### src/inc/amp_map.vh
/*
 * Constants for one asynchronous port of the serial port group:
 * command bit positions, input control word layout,
 * control block word offsets, character classes and FIFO shape.
 * Bit positions count from the least significant bit (0) upward.
 * Assumes it is included by bare name from the receiver and port design files.
 */
`ifndef AMP_MAP_VH
`define AMP_MAP_VH

// ==========================================
// Command register (low byte of an output_to_port_op write; clock enable from bit 15)
`define AMP_CMD_RXIE 7
`define AMP_CMD_TXC_HI 6
`define AMP_CMD_TXC_LO 5
`define AMP_CMD_FMT_HI 4
`define AMP_CMD_FMT_LO 2
`define AMP_CMD_RTC 15
`define AMP_CMD_RESET 8'h09
`define AMP_DIV_MRST 2'b11
`define AMP_DIV_16 2'b01
`define AMP_TXC_IE 2'b01
`define AMP_TXC_RTS 2'b10
`define AMP_TXC_BRK 2'b11

// ==========================================
// Input control word
`define AMP_ICW_IOC 15
`define AMP_ICW_MODE_HI 14
`define AMP_ICW_MODE_LO 13
`define AMP_ICW_SPEN 12
`define AMP_IN_AUTO 2'b10
`define AMP_IN_ECHO 2'b11

// ==========================================
// Control block word offsets
`define AMP_W_ICW 16'h0000
`define AMP_W_IBP 16'h0004
`define AMP_W_LIB 16'h0006

// ==========================================
// Special characters and marking
`define AMP_SPC_LOW 8'h20
`define AMP_SPC_HI_LO 8'h7c
`define AMP_SPC_HI_HI 8'h7f
`define AMP_CHR_MARK 8'h80

// ==========================================
// Oversampling and FIFO
`define AMP_OVS_MID 4'h7
`define AMP_OVS_LAST 4'hf
`define AMP_FIFO_W 10
`define AMP_FIFO_D 32
`define AMP_FIFO_AW 5
`define AMP_PIN_RST 3'b001

`endif

### src/design/amp_fifo.v
/*
 * Receive FIFO between the character receiver and the holding register.
 * Assumes a single clock; flush empties it in one cycle.
 */
module amp_fifo #(
	parameter W = 10,
	parameter D = 32,
	parameter AW = 5
)(
	// Clock and reset
	input wire mclk,
	input wire nrst,
	input wire flush,
	// Filling side
	input wire in_valid,
	input wire [W-1:0] in_data,
	output wire in_ready,
	// Draining side
	output wire out_valid,
	output wire [W-1:0] out_data,
	input wire out_ready
);
	localparam [AW:0] FULL = D[AW:0];

	reg [W-1:0] mem [0:D-1]; // Flip-flop storage
	reg [AW-1:0] wp; // Write index
	reg [AW-1:0] rp; // Read index
	reg [AW:0] count; // Words held

	wire push = in_valid & in_ready;
	wire pop = out_valid & out_ready;

	assign in_ready = (count != FULL);
	assign out_valid = (count != {(AW+1){1'b0}});
	assign out_data = mem[rp];

	// ==========================================
	// Storage
	always @(posedge mclk)
	begin
		if (push)
			mem[wp] <= in_data;
	end

	// ==========================================
	// Pointers and occupancy
	always @(posedge mclk or negedge nrst)
	begin
		if (!nrst)
		begin
			wp <= {AW{1'b0}};
			rp <= {AW{1'b0}};
			count <= {(AW+1){1'b0}};
		end
		else if (flush)
		begin
			wp <= {AW{1'b0}};
			rp <= {AW{1'b0}};
			count <= {(AW+1){1'b0}};
		end
		else
		begin
			if (push)
				wp <= wp + 1'b1;
			if (pop)
				rp <= rp + 1'b1;
			if (push & ~pop)
				count <= count + 1'b1;
			else if (pop & ~push)
				count <= count - 1'b1;
		end
	end
endmodule

### src/design/amp_rx.v
/*
 * Character receiver: start detect and mid-bit sampling on a
 * sixteen-times tick. Assumes rxd is already synchronised.
 */
`include "amp_map.vh"
module amp_rx (
	// Clock and reset
	input wire mclk,
	input wire nrst,
	// Control
	input wire run,
	input wire tick,
	input wire rxd,
	input wire len8,
	input wire pen,
	input wire odd,
	// Character out
	output reg done,
	output reg [7:0] data,
	output reg pe,
	output reg fe
);
	localparam [1:0] S_IDLE = 2'd0;
	localparam [1:0] S_START = 2'd1;
	localparam [1:0] S_BITS = 2'd2;
	localparam [1:0] S_STOP = 2'd3;

	reg [1:0] st; // Receiver state
	reg [3:0] ph; // Tick phase within a bit
	reg [3:0] cnt; // Bits taken
	reg [8:0] sh; // Data and parity, shifted in from the top

	wire [3:0] nbits = 4'd7 + {3'b000, len8} + {3'b000, pen};
	wire [8:0] al = sh >> (4'd9 - nbits);
	wire [7:0] dat = len8 ? al[7:0] : {1'b0, al[6:0]};
	wire pbit = len8 ? al[8] : al[7];

	// ==========================================
	// Frame sampler
	always @(posedge mclk or negedge nrst)
	begin
		if (!nrst)
		begin
			st <= S_IDLE;
			ph <= 4'h0;
			cnt <= 4'h0;
			sh <= 9'h000;
			done <= 1'b0;
			data <= 8'h00;
			pe <= 1'b0;
			fe <= 1'b0;
		end
		else
		begin
			done <= 1'b0;
			if (!run)
				st <= S_IDLE;
			else if (tick)
			begin
				ph <= ph + 4'h1;
				case (st)
				S_IDLE:
				begin
					ph <= 4'h0;
					if (!rxd)
						st <= S_START;
				end
				S_START:
					// Recheck the start bit at its middle to reject glitches
					if (ph == `AMP_OVS_MID)
					begin
						ph <= 4'h0;
						cnt <= 4'h0;
						st <= rxd ? S_IDLE : S_BITS;
					end
				S_BITS:
					if (ph == `AMP_OVS_LAST)
					begin
						sh <= {rxd, sh[8:1]};
						cnt <= cnt + 4'h1;
						if (cnt == nbits - 4'h1)
							st <= S_STOP;
					end
				default:
					if (ph == `AMP_OVS_LAST)
					begin
						// Only the first stop bit is checked
						done <= 1'b1;
						data <= dat;
						pe <= pen & (^dat ^ pbit ^ odd);
						fe <= ~rxd;
						st <= S_IDLE;
					end
				endcase
			end
		end
	end
endmodule

### src/design/amp_port.v
/*
 * One asynchronous port of the serial port group: command and status
 * registers for programmed I/O byte mode, receiver, transmitter, and
 * the auto-mode engine that updates the port_control_block over DMA.
 * Assumes one clock, a sixteen-times bit tick from same-clock logic,
 * and a DMA slave that answers each request with one ack pulse.
 */
// Notes on behaviour
// Software master-resets before changing the mode
// Then writes mode bits with divide-by-16 code
// Only divide-by-16 runs; master reset holds idle
// Status read returns upper byte as zero
// Interrupt status bit unused in byte mode; here it shows the enabled receive and transmit interrupt conditions
// Parity flag only while enabled; none suppresses parity
// Overrun shows after prior char read; read clears
// Framing flag while the bad character is held
// Clear-to-send mirrored and inhibits transmit-empty
// Carrier loss sticky until status and data read
// Transmit-empty once holding register moved to shifter
// Receive-full on new character; cleared by read
// Control block: words 0,4,6 input; 2,3 ignored
// Software places control blocks contiguously, 40-octal spaced
// Port format held only in command register
// Input complete on full, errors, single, special, carrier
// Special is below 40 or 174-177 octal
// Input complete also sets pending and requests interrupt
// Service program clears input complete within character
// Later character overwrites stored low byte
// Single mode stores each character and interrupts
// Command selects receive and transmit interrupts, RTS, break
// Command selects one of eight character formats
// Auto input fills buffer up to last byte
// Receiver samples bits at midpoint on sixteen-times tick
// Input control word written back on each update; here only when input completes
`include "amp_map.vh"
module amp_port (
	// Clock and reset
	input wire mclk,
	input wire nrst,
	// Programmed I/O
	input wire pio_cmd_wr,
	input wire pio_dat_wr,
	input wire pio_stat_rd,
	input wire pio_dat_rd,
	input wire [15:0] pio_wdata,
	output reg [15:0] pio_rdata,
	output reg rtc_en,
	// Auto mode and interrupt
	input wire auto_en,
	input wire [15:0] cb_base,
	input wire pend_clr,
	output reg irq,
	// DMA
	output wire dma_req,
	output reg dma_we,
	output reg [15:0] dma_addr,
	output reg [15:0] dma_wdata,
	input wire dma_ack,
	input wire [15:0] dma_rdata,
	// Serial line
	input wire tick_x16,
	input wire rxd,
	input wire cts_n,
	input wire dcd_n,
	output reg txd,
	output reg rts
);
	localparam [2:0] E_IDLE = 3'd0;
	localparam [2:0] E_ICW = 3'd1;
	localparam [2:0] E_IBP = 3'd2;
	localparam [2:0] E_LIB = 3'd3;
	localparam [2:0] E_BUF = 3'd4;
	localparam [2:0] E_WBUF = 3'd5;
	localparam [2:0] E_WIBP = 3'd6;
	localparam [2:0] E_WICW = 3'd7;

	// ==========================================
	// Command decode
	reg [7:0] cmd; // Port format and control, the only copy of it
	wire mrst = (cmd[1:0] == `AMP_DIV_MRST);
	wire run = (cmd[1:0] == `AMP_DIV_16);
	wire [2:0] fmt = cmd[`AMP_CMD_FMT_HI:`AMP_CMD_FMT_LO];
	wire len8 = fmt[2];
	wire pen = ~(fmt[2] & ~fmt[1]);
	wire odd = fmt[0];
	wire stop2 = (~fmt[2] & ~fmt[1]) | (fmt == 3'b100);
	wire [1:0] txc = cmd[`AMP_CMD_TXC_HI:`AMP_CMD_TXC_LO];
	wire rxie = cmd[`AMP_CMD_RXIE];

	// Command register write; parameters never come from memory
	always @(posedge mclk or negedge nrst)
	begin
		if (!nrst)
		begin
			cmd <= `AMP_CMD_RESET;
			rtc_en <= 1'b0;
		end
		else if (pio_cmd_wr)
		begin
			cmd <= pio_wdata[7:0];
			rtc_en <= pio_wdata[`AMP_CMD_RTC];
		end
	end

	// ==========================================
	// Pin synchronisers: a change counts once stages two and three agree
	reg [2:0] p1; // First stage, read only by p2
	reg [2:0] p2;
	reg [2:0] p3;
	reg [2:0] pf; // Accepted levels: rxd, cts_n, dcd_n
	wire rxd_s = pf[0];
	wire cts_s = pf[1];
	wire dcd_s = pf[2];

	always @(posedge mclk or negedge nrst)
	begin
		if (!nrst)
		begin
			p1 <= `AMP_PIN_RST;
			p2 <= `AMP_PIN_RST;
			p3 <= `AMP_PIN_RST;
			pf <= `AMP_PIN_RST;
		end
		else
		begin
			p1 <= {dcd_n, cts_n, rxd};
			p2 <= p1;
			p3 <= p2;
			pf <= (p2 & p3) | (pf & (p2 ^ p3));
		end
	end

	// ==========================================
	// Receiver, FIFO and holding register
	wire rx_done;
	wire [7:0] rx_data;
	wire rx_pe;
	wire rx_fe;
	wire f_in_ready;
	wire f_out_valid;
	wire [9:0] f_out_data;
	reg hold_full; // Character held in the receive-data register
	reg [7:0] hold_data;
	reg hold_pe;
	reg hold_fe;
	reg ovr; // Visible overrun flag
	reg ovr_pend; // Loss seen, not yet shown
	reg dcd_flag; // Sticky carrier loss
	reg dcd_seen; // Status was read while carrier loss showed
	reg [2:0] est;

	// Carrier loss disables the receiver
	amp_rx u_rx (
		.mclk(mclk),
		.nrst(nrst),
		.run(run & ~dcd_s),
		.tick(tick_x16),
		.rxd(rxd_s),
		.len8(len8),
		.pen(pen),
		.odd(odd),
		.done(rx_done),
		.data(rx_data),
		.pe(rx_pe),
		.fe(rx_fe)
	);

	// The receiver is never stalled; a character the full FIFO refuses is lost
	amp_fifo #(.W(`AMP_FIFO_W), .D(`AMP_FIFO_D), .AW(`AMP_FIFO_AW)) u_fifo (
		.mclk(mclk),
		.nrst(nrst),
		.flush(mrst),
		.in_valid(rx_done),
		.in_data({rx_fe, rx_pe, rx_data}),
		.in_ready(f_in_ready),
		.out_valid(f_out_valid),
		.out_data(f_out_data),
		.out_ready(~hold_full)
	);

	wire eng_take = (est == E_IDLE) & auto_en & run & hold_full;
	wire consume = pio_dat_rd | eng_take;
	wire lost = rx_done & ~f_in_ready;

	// Holding register and its error flags
	always @(posedge mclk or negedge nrst)
	begin
		if (!nrst)
		begin
			hold_full <= 1'b0;
			hold_data <= 8'h00;
			hold_pe <= 1'b0;
			hold_fe <= 1'b0;
			ovr <= 1'b0;
			ovr_pend <= 1'b0;
		end
		else if (mrst)
		begin
			hold_full <= 1'b0;
			ovr <= 1'b0;
			ovr_pend <= 1'b0;
		end
		else
		begin
			if (consume)
			begin
				// The first character read after the loss exposes it
				hold_full <= 1'b0;
				ovr <= ovr_pend;
				ovr_pend <= 1'b0;
			end
			// Separate test: a read of an empty register must not drop a char popped now
			if (f_out_valid & ~hold_full)
			begin
				hold_full <= 1'b1;
				hold_data <= f_out_data[7:0];
				hold_pe <= f_out_data[8];
				hold_fe <= f_out_data[9];
			end
			if (lost)
				ovr_pend <= 1'b1;
		end
	end

	// Carrier loss: status read then data read clears; the set wins
	always @(posedge mclk or negedge nrst)
	begin
		if (!nrst)
		begin
			dcd_flag <= 1'b0;
			dcd_seen <= 1'b0;
		end
		else if (mrst)
		begin
			dcd_flag <= 1'b0;
			dcd_seen <= 1'b0;
		end
		else
		begin
			if (pio_stat_rd & dcd_flag)
				dcd_seen <= 1'b1;
			if (pio_dat_rd & dcd_seen)
			begin
				dcd_flag <= 1'b0;
				dcd_seen <= 1'b0;
			end
			if (dcd_s)
				dcd_flag <= 1'b1;
		end
	end

	// ==========================================
	// Transmitter
	reg tx_full; // Transmit-data register occupied
	reg [7:0] tx_hold;
	reg tx_busy;
	reg [11:0] tx_sr; // Remaining frame bits, LSB first
	reg [3:0] tx_left;
	reg [3:0] tx_ph;
	reg tx_line;
	reg e_echo; // Engine asks to echo e_chr
	reg [7:0] e_chr;
	wire [7:0] td = len8 ? tx_hold : {1'b0, tx_hold[6:0]};
	wire tpar = pen ? (^td ^ odd) : 1'b1;
	wire [11:0] frame = len8 ? {2'b11, tpar, td, 1'b0} : {3'b111, tpar, td[6:0], 1'b0};
	wire [3:0] tx_nb = 4'd9 + {3'b000, len8} + {3'b000, pen} + {3'b000, stop2};
	wire tx_move = tx_full & ~tx_busy & ~cts_s & run;

	always @(posedge mclk or negedge nrst)
	begin
		if (!nrst)
		begin
			tx_full <= 1'b0;
			tx_hold <= 8'h00;
			tx_busy <= 1'b0;
			tx_sr <= 12'hfff;
			tx_left <= 4'h0;
			tx_ph <= 4'h0;
			tx_line <= 1'b1;
			txd <= 1'b1;
			rts <= 1'b0;
		end
		else
		begin
			rts <= (txc == `AMP_TXC_RTS);
			txd <= tx_line & ~(txc == `AMP_TXC_BRK);
			if (mrst)
			begin
				tx_full <= 1'b0;
				tx_busy <= 1'b0;
				tx_line <= 1'b1;
			end
			else
			begin
				if (tx_move)
				begin
					// Register empties as the frame starts with its start bit
					tx_full <= 1'b0;
					tx_busy <= 1'b1;
					tx_sr <= frame >> 1;
					tx_left <= tx_nb - 4'h1;
					tx_ph <= 4'h0;
					tx_line <= 1'b0;
				end
				else if (tx_busy & tick_x16)
				begin
					tx_ph <= tx_ph + 4'h1;
					if (tx_ph == `AMP_OVS_LAST)
					begin
						if (tx_left == 4'h0)
						begin
							tx_busy <= 1'b0;
							tx_line <= 1'b1;
						end
						else
						begin
							tx_line <= tx_sr[0];
							tx_sr <= {1'b1, tx_sr[11:1]};
							tx_left <= tx_left - 4'h1;
						end
					end
				end
				if (pio_dat_wr)
				begin
					tx_hold <= pio_wdata[7:0];
					tx_full <= 1'b1;
				end
				else if (e_echo & ~tx_full)
				begin
					tx_hold <= e_chr;
					tx_full <= 1'b1;
				end
			end
		end
	end

	// ==========================================
	// Status register and interrupt
	reg irq_pend; // Interrupt-pending for auto mode
	wire rx_holding_full = hold_full & ~dcd_flag;
	wire tx_holding_empty = ~tx_full & ~cts_s;
	wire irq_b = auto_en ? irq_pend : ((rxie & rx_holding_full) | ((txc == `AMP_TXC_IE) & tx_holding_empty));
	wire [7:0] stat = {irq_b, hold_pe & pen & hold_full, ovr, hold_fe & hold_full, cts_s, dcd_flag, tx_holding_empty, rx_holding_full};

	// Reads: upper byte always zero
	always @(posedge mclk or negedge nrst)
	begin
		if (!nrst)
		begin
			pio_rdata <= 16'h0000;
			irq <= 1'b0;
		end
		else
		begin
			irq <= irq_b;
			if (pio_stat_rd)
				pio_rdata <= {8'h00, stat};
			else if (pio_dat_rd)
				pio_rdata <= {8'h00, hold_data};
		end
	end

	// ==========================================
	// Auto-mode engine
	reg [15:0] input_control_word; // Copy of the input control word
	reg [15:0] input_byte_pointer;
	reg [15:0] input_last_byte;
	reg [7:0] bufw; // Right half of the last buffer word written
	reg e_pe;
	reg e_fe;
	reg e_ovr;
	reg e_dcd;
	reg dcd_q;
	reg dcd_evt; // Carrier loss not yet reported in auto mode
	wire [1:0] mode = dma_rdata[`AMP_ICW_MODE_HI:`AMP_ICW_MODE_LO];
	wire is_spc = (e_chr < `AMP_SPC_LOW) | ((e_chr >= `AMP_SPC_HI_LO) & (e_chr <= `AMP_SPC_HI_HI));
	wire spc = dma_rdata[`AMP_ICW_SPEN] & is_spc;
	wire err = e_pe | e_fe | e_ovr | e_dcd;
	wire auto_in = (mode == `AMP_IN_AUTO) | (mode == `AMP_IN_ECHO);
	wire [15:0] ibp_n = input_byte_pointer + 16'h0001;
	wire [7:0] chr_m = input_control_word[`AMP_ICW_SPEN] ? (e_chr | `AMP_CHR_MARK) : e_chr;
	wire [7:0] status4 = {1'b1, input_control_word[14:12], e_pe, e_ovr, e_fe, e_dcd};

	assign dma_req = (est != E_IDLE);

	always @(posedge mclk or negedge nrst)
	begin
		if (!nrst)
		begin
			est <= E_IDLE;
			dma_we <= 1'b0;
			dma_addr <= 16'h0000;
			dma_wdata <= 16'h0000;
			input_control_word <= 16'h0000;
			input_byte_pointer <= 16'h0000;
			input_last_byte <= 16'h0000;
			bufw <= 8'h00;
			e_chr <= 8'h00;
			{e_pe, e_fe, e_ovr, e_dcd} <= 4'h0;
			e_echo <= 1'b0;
			dcd_q <= 1'b0;
			dcd_evt <= 1'b0;
			irq_pend <= 1'b0;
		end
		else
		begin
			dcd_q <= dcd_s;
			e_echo <= 1'b0;
			if (pend_clr)
				irq_pend <= 1'b0;
			case (est)
			E_IDLE:
				if (eng_take | (auto_en & dcd_evt))
				begin
					e_chr <= hold_data;
					e_pe <= eng_take & hold_pe & pen;
					e_fe <= eng_take & hold_fe;
					e_ovr <= eng_take & ovr_pend;
					e_dcd <= ~eng_take;
					if (~eng_take)
						dcd_evt <= 1'b0;
					dma_we <= 1'b0;
					dma_addr <= cb_base + `AMP_W_ICW;
					est <= E_ICW;
				end
			E_ICW:
				if (dma_ack)
				begin
					input_control_word <= dma_rdata;
					if (auto_in & ~err & ~spc)
					begin
						dma_addr <= cb_base + `AMP_W_IBP;
						est <= E_IBP;
					end
					else
					begin
						// Single mode, error or special: overwrite the low byte
						dma_we <= 1'b1;
						dma_addr <= cb_base + `AMP_W_ICW;
						dma_wdata <= {1'b1, dma_rdata[14:12], e_pe, e_ovr, e_fe, e_dcd, e_chr};
						est <= E_WICW;
					end
				end
			E_IBP:
				if (dma_ack)
				begin
					input_byte_pointer <= dma_rdata;
					dma_addr <= cb_base + `AMP_W_LIB;
					est <= E_LIB;
				end
			E_LIB:
				if (dma_ack)
				begin
					input_last_byte <= dma_rdata;
					input_byte_pointer <= ibp_n;
					dma_addr <= {1'b0, ibp_n[15:1]};
					est <= E_BUF;
				end
			E_BUF:
				if (dma_ack)
				begin
					// Even byte pointer fills the left half of the word
					dma_wdata <= input_byte_pointer[0] ? {dma_rdata[15:8], chr_m} : {chr_m, dma_rdata[7:0]};
					bufw <= input_byte_pointer[0] ? chr_m : dma_rdata[7:0];
					dma_we <= 1'b1;
					e_echo <= (input_control_word[14:13] == `AMP_IN_ECHO);
					est <= E_WBUF;
				end
			E_WBUF:
				if (dma_ack)
				begin
					dma_addr <= cb_base + `AMP_W_IBP;
					dma_wdata <= input_byte_pointer;
					est <= E_WIBP;
				end
			E_WIBP:
				if (dma_ack)
				begin
					if (input_byte_pointer >= input_last_byte)
					begin
						dma_addr <= cb_base + `AMP_W_ICW;
						dma_wdata <= {status4, bufw};
						est <= E_WICW;
					end
					else
					begin
						dma_we <= 1'b0;
						est <= E_IDLE;
					end
				end
			default:
				if (dma_ack)
				begin
					// The write-back completes the update and raises the request
					irq_pend <= 1'b1;
					dma_we <= 1'b0;
					est <= E_IDLE;
				end
			endcase
			if (dcd_s & ~dcd_q & auto_en)
				dcd_evt <= 1'b1;
		end
	end
endmodule

### config.mk
export PLATFORM = sky130hd
export DESIGN_NAME = amp_port
export DESIGN_NICKNAME = d
export VERILOG_FILES = /design/src/design/amp_fifo.v /design/src/design/amp_rx.v /design/src/design/amp_port.v
export VERILOG_INCLUDE_DIRS = /design/src /design/src/inc
export SDC_FILE = /design/constraint.sdc
export NUM_CORES = 1
export LEC_CHECK = 0
export BUFFER_PORTS_ARGS = -buffer_cell sky130_fd_sc_hd__buf_2
export CELL_PAD_IN_SITES_DETAIL_PLACEMENT = 1
export CELL_PAD_IN_SITES_GLOBAL_PLACEMENT = 2
export CORE_UTILIZATION = 35
export DETAILED_ROUTE_END_ITERATION = 10
export GPL_ROUTABILITY_DRIVEN = 1
export MAX_ROUTING_LAYER = met4
export PLACE_DENSITY = 0.74
export SLEW_MARGIN = 20
export SYNTH_ARGS = -nofsm -noshare
export SYNTH_HDL_FRONTEND = slang
export SYNTH_SLANG_ARGS = --single-unit
export TNS_END_PERCENT = 20
### constraint.sdc
create_clock -name mclk -period 9.1 [get_ports mclk]
set_input_delay 0.91 -clock mclk [delete_from_list [all_inputs] [get_ports mclk]]
set_output_delay 0.91 -clock mclk [all_outputs]
set_load 0.005 [all_outputs]
==> impl_metrics.py <==
metrics = {
    "final_layout": {
        "fill_cells": 7118,
        "syn_to_final_growth_pct": 14.7,
        "fin_area_um2": 28000,
        "n_antenna_cell": 0,
        "final_cells": 2833,
        "fin_nets": 1958,
        "utilization_pct": 40.6,
        "layout-drive-gt1-share_pct": 23.0,
    },
    "setup_path": {
        "cp-end-kind": "register",
        "critical_path.cell_chain": "nor2b_1 > buf_4 > and2_1 > nand2_1 > mux2_2",
        "cp-start-kind": "register",
        "r2r_start": "est[1]",
        "path_class": "register to register",
        "r2r_slack_ps": 5620,
        "worstSetupPathDepth": 5,
        "cp_num_buf_inv": 1,
        "critPathSlowestCell": "dfrtp_1",
        "crit_path_max_incr_delay_ps": 1020,
        "arrival_ps": 3970,
        "cp_max_fo": 31,
        "reg2regPathDepth": 5,
        "crit_required_ps": 9590,
        "r2r-end": "input_last_byte[9]",
        "path_delay_family": "simple AND/OR/NAND/NOR gates",
    },
    "timing": {
        "setup_viol": 0,
        "min_period_ps": 3480,
        "tns_ps": 0,
        "worst_pin_slew_ps": 1140,
        "rsz0062_at_grt": "no",
        "hold_violations": 0,
        "slew_headroom_pct": 23.8,
        "fmax_mhz": 287,
        "timing.final.crit_share_pct": 38.3,
        "clock_skew_ps": 50.3,
        "setup_ws_ps": 5620,
        "maxSlewViolCount": 0,
        "hold_slack_ps": 334,
    },
    "global_route": {
        "grt_max_degree": 101,
        "grt_pass1_wl_um": 98800,
        "grt_pass1_vias": 15800,
        "overflow": 0,
        "grt_util_all_layers_pct": 19.0,
        "antenna_found_initial": 0,
    },
    "place": {
        "dp.cells": 2722,
        "port_buffers": 99,
        "gp_congestion": 0.826,
        "dp_slack_ps": 5580,
        "post_dp_cell_area_um2": 25700,
        "dp_hpwl_um": 43100,
    },
    "power": {
        "ir_drop_mv": 0.151,
        "seq_power_share_pct": 42.6,
        "p_leak_nw": 9.46,
        "combPwrFrac_pct": 19.8,
        "p_int_mw": 5.04,
        "clockPowerShare_pct": 37.6,
        "swShare_pct": 29.1,
        "switching_power_mw": 2.07,
        "power.density_nw_per_um2": 254,
        "p_total_mw": 7.10,
    },
    "drt": {
        "wirelength_um": 64600,
        "wl_per_cell_um": 22.8,
        "drc": 0,
        "first_pass_iters": 5,
        "drtIter0Drc": 1036,
        "vias": 15000,
        "avgViaCountPerCell": 5.29,
        "ant_nets": 0,
    },
    "clock_network": {
        "cts-root-buf": "clkbuf_16",
        "path_clk_slew_ps": 60,
        "ctsHoldBuffers": 0,
        "clk-insertion-delay-late_ps": 660,
        "cts_buffers": 59,
        "h-tree-depth": 2,
        "cts_tree": "yes",
        "cts_sinks": 539,
        "clockBufferDepth": 3,
        "post_cts_buffers": 0,
        "cts_resized": 0,
    },
    "floorplanning": {
        "coreArea_um2": 68800,
        "fp.dieW_um": 266,
        "rows": 96,
        "die_area_um2": 70800,
        "pin_count": 115,
        "die_h_um": 266,
        "start_util_pct": 35.4,
    },
    "yosys": {
        "synth_cell_types": 84,
        "synth-main-ff-cell": "edfxtp_1",
        "yosysWarnings": 0,
        "ys_ff_latch": 539,
        "syn_inst": 1775,
        "synth_edf_count": 320,
        "synthArstFlopShare_pct": 40.6,
        "syn_area_um2": 24400,
        "syn_area_per_cell_um2": 13.7,
        "yosysSeqAreaShare_pct": 61.9,
    },
    "worst_hold_path": {
        "hold_path_class": "primary input to async pin",
    },
    "flow_run": {
        "cap_violations": 0,
    },
    "status": {
        "outcome": "finished clean",
    },
}
==> worst max path at each step <==
stage,to,start
after global placement,dma_addr[5],input_byte_pointer[0]
after global routing,input_last_byte[9],est[1]
after detailed placement,hold_data[0],u_fifo.rp[0]
after CTS,dma_addr[14],input_byte_pointer[0]
final,input_last_byte[9],est[1]
after floorplan,dma_addr[10],input_byte_pointer[0]
==> layer usage <==
metal  wire [um]  vias up  track usage (%)
li1            -     6803                -
met3        2070       89             2.23
met1       28600     7859             24.6
met5           0        -                -
met4        1630        0             5.79
met2       32300      249             31.3
==> final cells by class <==
cell class / count / area, um2 / area share, %
inverter: 52 / 195 / 0.698
multi-input combinational: 1088 / 8690 / 31.1
sequential: 539 / 15100 / 54.1
clock buffer: 71 / 1560 / 5.58
timing repair buffer: 112 / 603 / 2.16
tap: 931 / 1160 / 4.16
clock inverter: 40 / 624 / 2.23
==> cells in the final DEF, fill, tap and decap left out, drive strengths merged, types with 8 or more instances in the layout <==
master	instances
nand3	31
o21ai	105
nand4	12
nor2b	12
xnor2	35
dfrtp	199
buf	112
mux2i	81
a21o	10
dfstp	20
o22ai	18
nor4	11
nand2b	10
ha	43
bufinv	14
and3	10
edfxtp	320
clkbuf	71
o21a	11
inv	53
clkinv	21
mux2	68
xor2	15
conb	8
mux4	90
nor3	23
nand2	153
nor2	126
a211o	10
a211oi	9
a21oi	82
o32ai	9
==> cell families after synthesis <==
kind of cell,Yosys count,share of synthesized area [%]
AO/OA/AOI/OAI,313,8.11
XOR/XNOR,51,1.89
adder cells (fa/ha/maj),45,2.37
buffers and inverters,155,2.69
flip-flops,539,61.9
multiplexers,239,14.8
other,1,0.0154
AND/OR/NAND/NOR,432,8.17
==> sequential cells by signal (all words and copies together) (netlist names), 5 cells and up <==
signal	flops
u_fifo.count	6
e_chr	8
u_fifo.mem	320
tx_sr	12
u_rx.sh	9
dma_addr	16
dma_wdata	16
input_byte_pointer	16
u_fifo.wp	5
u_fifo.rp	5
input_last_byte	16
u_rx.data	8
cmd	8
bufw	8
pio_rdata	8
tx_hold	8
hold_data	8
==> cell usage after synthesis, types with 15 or more instances <==
| master | count | area share, % |
|---|---|---|
| mux4_2 | 90 | 8.3 |
| dfrtp_1 | 199 | 20 |
| mux2_2 | 65 | 3.0 |
| o21ai_0 | 103 | 2.1 |
| xor2_1 | 15 | 0.54 |
| a21oi_1 | 81 | 1.7 |
| o22ai_1 | 18 | 0.46 |
| inv_1 | 51 | 0.78 |
| nor3_1 | 23 | 0.47 |
| nor2_1 | 126 | 1.9 |
| clkbuf_1 | 68 | 1.0 |
| nand2_1 | 153 | 2.4 |
| xnor2_1 | 35 | 1.3 |
| dfstp_2 | 20 | 2.2 |
| nand3_1 | 31 | 0.64 |
| mux2i_1 | 81 | 3.3 |
| buf_2 | 16 | 0.33 |
| ha_1 | 43 | 2.2 |
| edfxtp_1 | 320 | 39 |
==> power groups by stage <==
stage                     Sequential (mW)  Clock (mW)  Combinational [mW]
after floorplan                      2.98           0                1.02
after global placement               3.06           0                1.37
after detailed placement             3.07           0                1.40
after CTS                            3.03        2.72                1.41
after global routing                 3.05        2.81                1.55
final                                3.03        2.67                1.41
No activity file was read; power rests on OpenSTA's default activity.
